**config.mk**
```make
export PLATFORM = sky130hd
export DESIGN_NAME = fault_resp_ctrl
export DESIGN_NICKNAME = d
export VERILOG_FILES = /design/src/hw/fault_resp_pkg.sv /design/src/hw/fault_resp_ctrl.sv
export SDC_FILE = /design/constraint.sdc
export NUM_CORES = 1
export LEC_CHECK = 0
export BUFFER_PORTS_ARGS = -buffer_cell sky130_fd_sc_hd__clkbuf_2
export CORE_ASPECT_RATIO = 1.25
export CORE_MARGIN = 5
export CORE_UTILIZATION = 29
export CTS_CLUSTER_DIAMETER = 30
export CTS_CLUSTER_SIZE = 40
export DETAILED_ROUTE_END_ITERATION = 8
export PLACE_DENSITY = 0.47
export SLEW_MARGIN = 0
export SYNTH_ARGS = -nofsm -noshare
export SYNTH_HDL_FRONTEND = slang
export SYNTH_SLANG_ARGS = --single-unit
```
**constraint.sdc**
```tcl
create_clock -name ref_clk -period 5.05 [get_ports ref_clk]
set_input_delay 1.2625 -clock ref_clk [delete_from_list [all_inputs] [get_ports ref_clk]]
set_output_delay 1.2625 -clock ref_clk [all_outputs]
set_load 0.05 [all_outputs]
```
**src/hw/fault_resp_pkg.sv**
```systemverilog
// shared constants for the converter fault-response controller
package fault_resp_pkg;
	// apb register byte offsets
	localparam logic [7:0] OFS_RESP    = 8'h00;
	localparam logic [7:0] OFS_MASK    = 8'h04;
	localparam logic [7:0] OFS_STATUS  = 8'h08;
	localparam logic [7:0] OFS_STATE   = 8'h0c;
	localparam logic [7:0] OFS_SSTIME  = 8'h10;
	// response field positions inside the response register, two bits each except the one-bit overvoltage select
	localparam int POS_LSOC = 0;
	localparam int POS_HSOC = 2;
	localparam int POS_OV   = 4;
	localparam int POS_UV   = 6;
	localparam int POS_TON  = 8;
	localparam int POS_OT   = 10;
	localparam int POS_OVSEL = 12;
	localparam int RESP_W = 13;
	// fault response encodings
	localparam logic [1:0] RESP_LATCH   = 2'h0;
	localparam logic [1:0] RESP_RESTART = 2'h1;
	localparam logic [1:0] RESP_IGNORE  = 2'h2;
	// status bit positions
	localparam int ST_LSOC = 0;
	localparam int ST_HSOC = 1;
	localparam int ST_OV   = 2;
	localparam int ST_UV   = 3;
	localparam int ST_TON  = 4;
	localparam int ST_OT   = 5;
	localparam int ST_BGOT = 6;
	localparam int ST_UVLO = 7;
	localparam int ST_WARN = 8;
	localparam int NSTAT   = 9;
	// reset values
	localparam logic [RESP_W-1:0] RESP_RST = 13'h0555;
	localparam logic [NSTAT-1:0]  MASK_RST = 9'h000;
	// timing
	localparam int OC_DELAY_COUNTS = 3;
	localparam int RESTART_MULT    = 7;
	localparam int SS_RST_CYCLES   = 1000;
	typedef enum logic [2:0] {
		ST_SOFT  = 3'b000,
		ST_RUN   = 3'b001,
		ST_OCDLY = 3'b011,
		ST_OFF   = 3'b010,
		ST_WAIT  = 3'b110,
		ST_LATCH = 3'b111
	} ctrl_state_t;
endpackage : fault_resp_pkg

```
**src/hw/fault_resp_ctrl.sv**
```systemverilog
// fault-response controller for a step-down converter, with apb registers
// Functional notes
// - latch-off low-side overcurrent waits three modulation counts, then forces both switches off and power-good low.
// - restart low-side overcurrent switches off after three counts and restarts after seven soft-start times.
// - an ignored low-side overcurrent fault leaves switches under modulator control and power-good high.
// - restart high-side overcurrent switches off after three counts and restarts after seven soft-start times.
// - an ignored high-side overcurrent applies a peak current limit on every switching cycle.
// - overvoltage turns the high side off and the low side on, latched or until feedback is below 0.2 V per the select bit.
// - restart overvoltage restarts seven soft-start times after the discharge, with power-good low.
// - warnings keep modulator control and pull power-good low unless the matching fault is ignored.
// - undervoltage is not acted on during soft-start, startup timeout is declared at its end, and on restart both retry after seven soft-start times.
// - overtemperature keeps both switches off until the temperature is 20 degrees below the trip point.
// - bandgap overtemperature cannot be ignored and always turns both switches off until bandgapOt clears, without waiting for tempCooled.
// - a declared fault sets its status flag and asserts the bus alert unless masked.
// - undervoltage during startup is deferred until the startup timeout expires.
// - power-good is pulled low whenever any fault whose response is not ignore is present.
//
// The APB slave port and the placing of the registers were decided locally.
`timescale 1ns/100ps
`default_nettype none
module fault_resp_ctrl
	import fault_resp_pkg::*;
#(
	parameter int SS_DEFAULT = SS_RST_CYCLES
) (
	// clock and reset
	input  wire logic        ref_clk,
	input  wire logic        rst,
	// apb slave
	input  wire logic        psel,
	input  wire logic        penable,
	input  wire logic        pwrite,
	input  wire logic [7:0]  paddr,
	input  wire logic [31:0] pwdata,
	output logic      [31:0] prdata,
	output logic             pready,
	output logic             pslverr,
	// modulator and comparators, asynchronous pins
	input  wire logic        pwmTick,
	input  wire logic        pwmHigh,
	input  wire logic        lowSideOc,
	input  wire logic        highSideOc,
	input  wire logic        outOv,
	input  wire logic        outUv,
	input  wire logic        fbBelowDischarge,
	input  wire logic        overTemp,
	input  wire logic        tempCooled,
	input  wire logic        bandgapOt,
	input  wire logic        inputUvlo,
	input  wire logic        ocWarn,
	input  wire logic        ovWarn,
	input  wire logic        otWarn,
	input  wire logic        uvWarn,
	// power stage and status pins
	output logic             highSideOn,
	output logic             lowSideOn,
	output logic             peakLimitEn,
	output logic             softStartActive,
	output logic             power_good_out,
	output logic             alertOut_n
);
	// soft-start time register is 16 bits and a zero time would stall restarts
	if (SS_DEFAULT < 1 || SS_DEFAULT > 32'hffff) begin : g_bad_ss
		$error("soft start default out of range");
	end

	localparam int NIN = 15;
	typedef struct packed {
		logic [NIN-1:0]    sync1;
		logic [NIN-1:0]    sync2;
		logic              tickPrev;
		logic [RESP_W-1:0] resp;
		logic [NSTAT-1:0]  mask;
		logic [NSTAT-1:0]  status;
		logic [15:0]       ssTime;
		ctrl_state_t       state;
		logic [1:0]        ocCnt;
		logic [18:0]       timer;
		logic              ssDone;
		logic              discharge;
		logic              waitCool;
		logic [31:0]       rdata;
		logic              hs;
		logic              ls;
		logic              pg;
		logic              peak;
	} state_t;
	state_t cur_reg;
	state_t cur_next;

	function automatic logic [1:0] respOf(input logic [RESP_W-1:0] r, input int pos);
		respOf = r[pos +: 2];
	endfunction : respOf

	// synchronised inputs
	logic tick, pwm, lsOc, hsOc, ov, uv, fbLow, ot, cool, bgOt, uvlo, wOc, wOv, wOt, wUv;
	assign {tick, pwm, lsOc, hsOc, ov, uv, fbLow, ot, cool, bgOt, uvlo, wOc, wOv, wOt, wUv}
		= cur_reg.sync2;

	logic tickPulse, apbWr, apbRd, ignLs, ignHs, ignOv, restartDue;
	logic [NSTAT-1:0] events;
	logic [18:0] restartCycles;
	assign tickPulse = tick & ~cur_reg.tickPrev;
	assign apbWr = psel & penable & pwrite;
	assign apbRd = psel & ~penable & ~pwrite;
	assign ignLs = respOf(cur_reg.resp, POS_LSOC) == RESP_IGNORE;
	assign ignHs = respOf(cur_reg.resp, POS_HSOC) == RESP_IGNORE;
	assign ignOv = respOf(cur_reg.resp, POS_OV) == RESP_IGNORE;
	assign restartCycles = 19'(RESTART_MULT) * 19'(cur_reg.ssTime);
	assign restartDue = cur_reg.timer >= restartCycles;

	////////////////////////////////////////////////////////////////////////
	always_comb begin
		cur_next = cur_reg;
		cur_next.sync1 = {pwmTick, pwmHigh, lowSideOc, highSideOc, outOv, outUv,
			fbBelowDischarge, overTemp, tempCooled, bandgapOt, inputUvlo, ocWarn,
			ovWarn, otWarn, uvWarn};
		cur_next.sync2 = cur_reg.sync1;
		cur_next.tickPrev = tick;
		events = '0;
		events[ST_LSOC] = lsOc;
		events[ST_HSOC] = hsOc;
		events[ST_OV]   = ov;
		// deferred in soft-start
		// only regulation counts, so a timeout retry never reports undervoltage too
		events[ST_UV]   = uv & cur_reg.ssDone & (cur_reg.state == ST_RUN);
		events[ST_TON]  = uv & ~cur_reg.ssDone & cur_reg.state == ST_SOFT
			& cur_reg.timer >= 19'(cur_reg.ssTime);
		events[ST_OT]   = ot;
		events[ST_BGOT] = bgOt;
		events[ST_UVLO] = uvlo;
		events[ST_WARN] = wOc | wOv | wOt | wUv;
		// status flags, set wins over clear
		if (apbWr && paddr == OFS_STATUS)
			cur_next.status = cur_reg.status & ~pwdata[NSTAT-1:0];
		cur_next.status = cur_next.status | events;
		if (apbWr && paddr == OFS_RESP)
			cur_next.resp = pwdata[RESP_W-1:0];
		if (apbWr && paddr == OFS_MASK)
			cur_next.mask = pwdata[NSTAT-1:0];
		if (apbWr && paddr == OFS_SSTIME && pwdata[15:0] != 16'h0000)
			cur_next.ssTime = pwdata[15:0];
		if (apbRd) begin
			unique case (paddr)
				OFS_RESP:   cur_next.rdata = 32'(cur_reg.resp);
				OFS_MASK:   cur_next.rdata = 32'(cur_reg.mask);
				OFS_STATUS: cur_next.rdata = 32'(cur_reg.status);
				OFS_STATE:  cur_next.rdata = 32'({cur_reg.ssDone, cur_reg.state});
				OFS_SSTIME: cur_next.rdata = 32'(cur_reg.ssTime);
				default:    cur_next.rdata = 32'h0000_0000;
			endcase
		end
		cur_next.timer = cur_reg.timer + 19'h00001;
		unique case (cur_reg.state)
			ST_SOFT: begin
				if (19'(cur_reg.ssTime) <= cur_reg.timer)
					cur_next.ssDone = 1'b1;
				if (cur_reg.ssDone)
					cur_next.state = ST_RUN;
			end
			ST_RUN: ;
			ST_OCDLY: begin
				if (tickPulse)
					cur_next.ocCnt = cur_reg.ocCnt + 2'h1;
				if (tickPulse && cur_reg.ocCnt == 2'(OC_DELAY_COUNTS - 1)) begin
					cur_next.timer = '0;
					cur_next.state = cur_reg.waitCool ? ST_WAIT : ST_LATCH;
				end
			end
			ST_OFF: begin
				// low side discharges until feedback is low unless latched
				if (cur_reg.discharge && fbLow && cur_reg.resp[POS_OVSEL]) begin
					cur_next.discharge = 1'b0;
					cur_next.timer = '0;
					cur_next.state = cur_reg.waitCool ? ST_WAIT : ST_LATCH;
				end
			end
			ST_WAIT: begin
				if (restartDue) begin
					cur_next.state = ST_SOFT;
					cur_next.timer = '0;
					cur_next.ssDone = 1'b0;
					cur_next.waitCool = 1'b0;
				end
			end
			ST_LATCH: ;
			default: cur_next.state = ST_LATCH;
		endcase
		// fault dispatch only in soft-start and run
		if (cur_reg.state == ST_SOFT || cur_reg.state == ST_RUN) begin
			if ((lsOc && !ignLs) || (hsOc && !ignHs)) begin
				cur_next.state = ST_OCDLY;
				cur_next.ocCnt = '0;
				cur_next.waitCool = lsOc && !ignLs
					? respOf(cur_reg.resp, POS_LSOC) == RESP_RESTART
					: respOf(cur_reg.resp, POS_HSOC) == RESP_RESTART;
			end
			if (ov && !ignOv) begin
				cur_next.state = ST_OFF;
				cur_next.discharge = 1'b1;
				cur_next.waitCool = respOf(cur_reg.resp, POS_OV) == RESP_RESTART;
			end
			if ((events[ST_UV] && respOf(cur_reg.resp, POS_UV) != RESP_IGNORE)
				|| (events[ST_TON] && respOf(cur_reg.resp, POS_TON) != RESP_IGNORE)) begin
				cur_next.state = ST_OFF;
				cur_next.discharge = 1'b0;
				cur_next.waitCool = events[ST_UV]
					? respOf(cur_reg.resp, POS_UV) == RESP_RESTART
					: respOf(cur_reg.resp, POS_TON) == RESP_RESTART;
			end
		end
		// temperature and uvlo shut down, never ignored for bandgap or uvlo
		if ((ot && respOf(cur_reg.resp, POS_OT) != RESP_IGNORE) || bgOt || uvlo) begin
			cur_next.state = ST_OFF;
			cur_next.discharge = 1'b0;
			cur_next.waitCool = 1'b0;
		end
		if (cur_reg.state == ST_OFF && !cur_reg.discharge && !uvlo && !bgOt
			&& !(ot && respOf(cur_reg.resp, POS_OT) != RESP_IGNORE)) begin
			// cooled by 20 degrees before leaving
			if (cool || !cur_reg.status[ST_OT]) begin
				cur_next.timer = '0;
				cur_next.state = (cur_reg.status[ST_UV] || cur_reg.status[ST_TON])
					&& !cur_reg.waitCool ? ST_LATCH : ST_WAIT;
			end
		end
		// outputs
		cur_next.hs = 1'b0;
		cur_next.ls = 1'b0;
		if (cur_reg.state == ST_RUN || cur_reg.state == ST_SOFT || cur_reg.state == ST_OCDLY) begin
			cur_next.hs = pwm;
			cur_next.ls = ~pwm;
		end
		if (cur_reg.state == ST_OFF && cur_reg.discharge)
			cur_next.ls = 1'b1;
		// peak limit while high-side overcurrent is ignored
		cur_next.peak = ignHs;
		if (ignHs && hsOc)
			cur_next.hs = 1'b0;
		cur_next.pg = cur_reg.state == ST_RUN && !uvlo
			&& !(wOc && !ignLs) && !(wOv && !ignOv)
			&& !(wOt && respOf(cur_reg.resp, POS_OT) != RESP_IGNORE)
			&& !(wUv && respOf(cur_reg.resp, POS_UV) != RESP_IGNORE);
	end

	always_ff @(posedge ref_clk) begin
		if (rst) begin
			cur_reg <= '0;
			cur_reg.resp <= RESP_RST;
			cur_reg.mask <= MASK_RST;
			cur_reg.ssTime <= 16'(SS_DEFAULT);
			cur_reg.state <= ST_SOFT;
		end else begin
			cur_reg <= cur_next;
		end
	end

	////////////////////////////////////////////////////////////////////////
	assign prdata = cur_reg.rdata;
	assign pready = psel & penable;
	assign pslverr = 1'b0;
	assign highSideOn = cur_reg.hs;
	assign lowSideOn = cur_reg.ls;
	assign peakLimitEn = cur_reg.peak;
	assign softStartActive = cur_reg.state == ST_SOFT;
	assign power_good_out = cur_reg.pg;
	assign alertOut_n = ~|(cur_reg.status & ~cur_reg.mask);
endmodule : fault_resp_ctrl
`default_nettype wire

```
# ---- After elaboration in Yosys (flattened, before gate mapping)
# Cells that the tools add are included.
# W data, S select, Z words.
dict set report op_classes {
  add_sub_neg 2
  multipliers 1
  n_lt_le_gt_ge 3
  eq_ne 23
  mux 38
  bitwise_logic 24
  n_reduce_logical 61
}
# op n
set ops {}
lappend ops {{$pmux W16 S5} 1}
lappend ops {{$mux W19} 4}
lappend ops {{$pmux W19 S3} 1}
lappend ops {{$logic_and A1 B1 Y1} 30}
lappend ops {{$mux W3} 9}
lappend ops {{$mux W20} 1}
lappend ops {{$add A19 B1 Y19 const B} 1}
lappend ops {{$ge A19 B16 Y1} 1}
lappend ops {{$ge A19 B19 Y1} 1}
lappend ops {{$le A16 B19 Y1} 1}
lappend ops {{$mul A3 B16 Y19 const A} 1}
lappend ops {{$and A9 B9 Y9} 2}
lappend ops {{$not A9 Y9} 2}
lappend ops {{$eq A8 B4 Y1 const B} 2}
lappend ops {{$reduce_bool A16 Y1} 1}
lappend ops {{$pmux W3 S5} 1}
lappend ops {{$logic_not A1 Y1} 14}
lappend ops {{$mux W1} 12}
lappend ops {{$and A1 B1 Y1} 10}
lappend ops {{$eq A2 B1 Y1 const B} 5}
lappend ops {{$mux W2} 5}
lappend ops {{$mux W5} 2}
lappend ops {{$mux W9} 1}
lappend ops {{$or A9 B9 Y9} 1}
lappend ops {{other kinds (20)} 43}
dict set report totals {
  ff_bits 141
  in_bits 60
  word_cells 170
}

# ---- Logic depth before layout (Yosys ltp)
dict set report depth {
  depth_word 12
  ltp_mapped 20
  ltp_nobuf 18
}

# ---- Least setup slack after synthesis
# No wires, ideal clock.
dict set report synth_path {
  kind {reg2reg}
  start {reg cur_reg[65] (netlist bit)}
  end {reg cur_reg[50] (netlist bit)}
  setup_time_ps 64
  t_arrival_ps 4457
  required_time_ps 4986
  slack_ps 529
  path_stages_with_launch 20
  path_buffers 2
  synth_period_minus_slack_ps 4521
  path_cell_list {dfxtp_1 > fa_1 > ha_1 > fa_1 > a211o_1 > a21oi_2 > o21ai_2 > a221o_1 > o21a_1 > o311a_1 > a211oi_2 > ha_1 > a21oi_1 > o21ai_0 > a41oi_1 > nand4_1 > a31o_1 > buf_2 > buf_2 > nor2_1}
}
dict set report synth_between {
  elab_chain_cells 6
}
# item line
set synth_lines {}
lappend synth_lines {{from (decl)} fault_resp_ctrl.sv:88} ;# state_t cur_reg;
lappend synth_lines {{from (signal assigned)} fault_resp_ctrl.sv:254} ;# cur_reg <= cur_next;
lappend synth_lines {{$mul A3 B16 Y19 *} fault_resp_ctrl.sv:109} ;# assign restartCycles = 19'(RESTART_MULT) * 19'(cur_reg.ssTime);
lappend synth_lines {{$ge A19 B19 Y1 *} fault_resp_ctrl.sv:110} ;# assign restartDue = cur_reg.timer >= restartCycles;
lappend synth_lines {{$mux W20 *} fault_resp_ctrl.sv:179} ;# if (restartDue) begin
lappend synth_lines {{$pmux W19 S3 *} fault_resp_ctrl.sv:154} ;# unique case (cur_reg.state)
lappend synth_lines {{$mux W19} fault_resp_ctrl.sv:221} ;# if (cool || !cur_reg.status[ST_OT]) begin
lappend synth_lines {{$mux W19 *} fault_resp_ctrl.sv:218} ;# if (cur_reg.state == ST_OFF && !cur_reg.discharge && !uvlo && !bgOt
# Mark *: on every way between the ends. The rest lies on a longest branch, timed or not. The select of a mux whose other input is x is not followed.
# A chain may end at the register's enable or synchronous reset.

# ---- Worst setup path after layout
dict set report layout_path {
  start {reg cur_reg[64] (netlist bit)}
  end {reg cur_reg[56] (netlist bit)}
}
# The elaborated chain is that of the path after synthesis.

==> metrics.md <==
| Metric | Value |
|---|---|
| Status | complete, no violations |
| Final-report setup violation count | 0 |
| Design Area, Final | roughly 8400 um2 |
| MaxCap Viol Count | 0 |
| Async set-reset flop share out of synthesis | 0 |
| Count leader, synth | dfxtp_1 |
| Grt total ovfl | 0 |
| Top Ports | 100 |
| Register area | 2500 um2 |
| Clock Path Buffers | 2 |
| Xor/xnor share of the synthesized area | 0.0388 |
| Synth area leader | dfxtp_1 |
| Vias in the first global route | 5609 |
| Area grow syn2layout | 16.3% |
| Distinct cells, synth | 68 |
| Site row count | 64 |
| Post-synthesis share of cell area spent on full adders, half adders and majority gates | 0.140 |
| Relative slew slack | 0.507 |
| Reg2Reg Setup Slack | roughly 370 ps |
| Pin count of the biggest net entering global routing | 46 |
| First-pass GRT wire length | 30800 um |
| Final worst setup slack | between 300 and 400 ps |
| Type of the most critical hold path | reg2reg |
| Routed len/inst | between 15 and 20 um |
| CTS clock-pin slew for the worst setup and hold paths | 60 ps |
| PortBufs | 66 |
| Max Fclk | approximately 0.21 GHz |
| Filler instances | 2603 |
| Total track usage | 0.139 |
| R2R depth | 19 |
| Clock Latency Late Sink | between 400 and 500 ps |
| PostCTS Resize Cnt | 0 |
| Worst Skew | about 15 ps |
| Worst ir drop on vdd | 213 uV |
| CTS tree | built |
| Diode count | 0 |
| Initial Util | 0.295 |
| Final Max Tran Viols | 0 |
| Top cell type's share of synthesized area | 0.347 |
| Chip Width | about 150 um |
| Clock root cell | clkbuf_16 |
| Reg-to-reg critical path endpoint | cur_reg[56] |
| Dpl cell area | a little under 8000 um2 |
| Worst Setup EP | cur_reg[56] |
| Area of the core | about 25000 um2 |
| Antenna viol nets, final | 0 |
| CTS buffer count | 17 |
| Seq/Total Area, Yosys | 0.347 |
| Worst setup path class | reg2reg |
| Worst-Margin Slew | roughly 730 ps |
| Initial antenna violation count | 0 |
| CTS hold repair buffers | 0 |
| Hold Fails Final Rpt | 0 |
| Total Wirelength | 19100 um |
| Area of the multi-input gates | 4270 um2 |
| Cell Area, Synth | 7220 um2 |
| Iteration-0 DRC Markers | 277 |
| Crit path capture type | register |
| Top cells by count, synth | dfxtp_1 (125), nor2_1 (83), nand2_1 (75), ha_1 (55), a21oi_1 (50) |
| Worst setup path start | cur_reg[64] |
| Synth Register Bits | 125 |
| Die height | between 150 and 200 um |
| Critical Path RT | about 5400 ps |
| Static Leak | between 0.003 and 0.004 uW |
| Startpoint Class | register |
| Fraction of layout cells with a size suffix above 1 | 0.164 |
| Core Util, Final | 0.343 |
| Compound-Gate Fraction of Synth Area | 0.131 |
| Number of flops mapped to enable cells by yosys | 0 |
| Post-Route Setup TNS | 0 ps |
| Max reg flops | just under 90 |
| DRC | 0 |
| Hpwl dp | ~15000 um |
| Mean Syn Cell Area | 8.83 um2 |
| DR pass1 iterations | 5 |
| Synthesis warning total | 0 |
| Post-route minimum period | between 4000 and 5000 ps |
| Placer congestion estimate | 0.806 |
| CP arrival | 5040 ps |
| RSZ-0062 raised after global routing | false |
| Routed via count | roughly 5700 |
| Post-Synth Simple-Gate Area | 0.202 |
| Htree depth | 4 |
| Vias per inst | about 4.7 |
| Syn Inst Count | 817 |
| Total Die Area | 28200 um2 |
| Mux cell area share after synthesis | 0.0700 |
| CTS sink cnt | 125 |
| Critical Path Fanout Max | 19 |
| Net count reported at finish | 1006 |
| PwrDens | approximately 290 nW/um2 |
| R2R Path Start | cur_reg[64] |
| Largest family of logic cells by synthesized area | simple AND/OR/NAND/NOR gates |
| Worst Hold Depth | 1 |
| Synth top area cells | dfxtp_1 (35%), ha_1 (9.5%), mux2i_1 (5.1%) |
| Tcrit/Tclk final | 0.927 |
| Place WS | between 150 and 200 ps |
| Primary FF master, synth | dfxtp_1 |
| Setup bufs post-CTS | 0 |
[report_power, final]
group / switching, uW / internal (uW)
clock network: 514 / 707
logic: 139 / 64.7
registers: 24.4 / 1010
total: 677 / 1780
[cell type report]
cell class                 count  area share
sequential                   125       0.298
clock buffer                  18      0.0523
clock inverter                14      0.0170
timing repair buffer          83      0.0560
multi-input combinational    607       0.509
inverter                      41      0.0183
tap                          330      0.0492
[cells in the final DEF (no fill, tap or decap), types with 9 or more instances in the layout]
cell type    n
nand2b_1     9
inv_1       41
nor3_1      12
buf_4       16
mux2_2      12
nor2b_1     37
clkbuf_2    65
a21oi_1     50
clkbuf_16   17
nor2_1      83
nand2_1     75
xor2_1      10
o21ai_0     19
nand4_1     11
mux2i_1     37
ha_1        55
fa_1        15
conb_1      17
nand3_1     25
dfxtp_1    123
xnor2_1     22
[per-stage QoR]
step / hold slack [ps] / std cells / total power [uW]
after floorplan: 414 / 833 / 1200
after global routing: 451 / 1218 / 2560
after detailed placement: 420 / 1186 / 1260
after CTS: 435 / 1218 / 2490
final: 434 / 1218 / 2460
after global placement: 421 / 1186 / 1260
[cell families after synthesis]
logic type / Yosys count
AND/OR/NAND/NOR: 293
multiplexers: 49
other: 1
XOR/XNOR: 32
AO/OA/AOI/OAI: 145
flip-flops: 125
adder cells (fa/ha/maj): 71
buffers and inverters: 101
[metal layers]
layer,vias to the layer above,GRT usage,share of wire
met5,-,0,0
met4,0,0.0618,0.033
met3,28,0.0226,0.025
met2,101,0.236,0.50
met1,2679,0.171,0.44
li1,2911,-,-
[worst min path at each step]
stage / slack (ps) / end / from
after floorplan: 410 / bgOt / cur_next[116]
after CTS: 440 / bgOt / cur_next[116]
final: 430 / cur_reg[112] / cur_next[112]
after detailed placement: 420 / bgOt / cur_next[116]
after global routing: 450 / cur_reg[115] / cur_next[115]
after global placement: 420 / cur_reg[120] / cur_next[120]
[worst max-delay path: stages, from the launching register on]
cell,delay [ps]
dfxtp_2,350
buf_4,140
fa_1,520
fa_2,430
a211o_1,280
a21oi_2,170
o21ai_2,90
a221o_1,330
o21a_1,200
o311a_1,300
a211oi_2,200
ha_1,280
a21oi_1,150
o21ai_1,140
a41oi_1,180
buf_4,160
nand4_1,120
a31o_1,300
buf_12,160
nor2_1,100
Note: power is estimated with default switching activity, not from simulation.
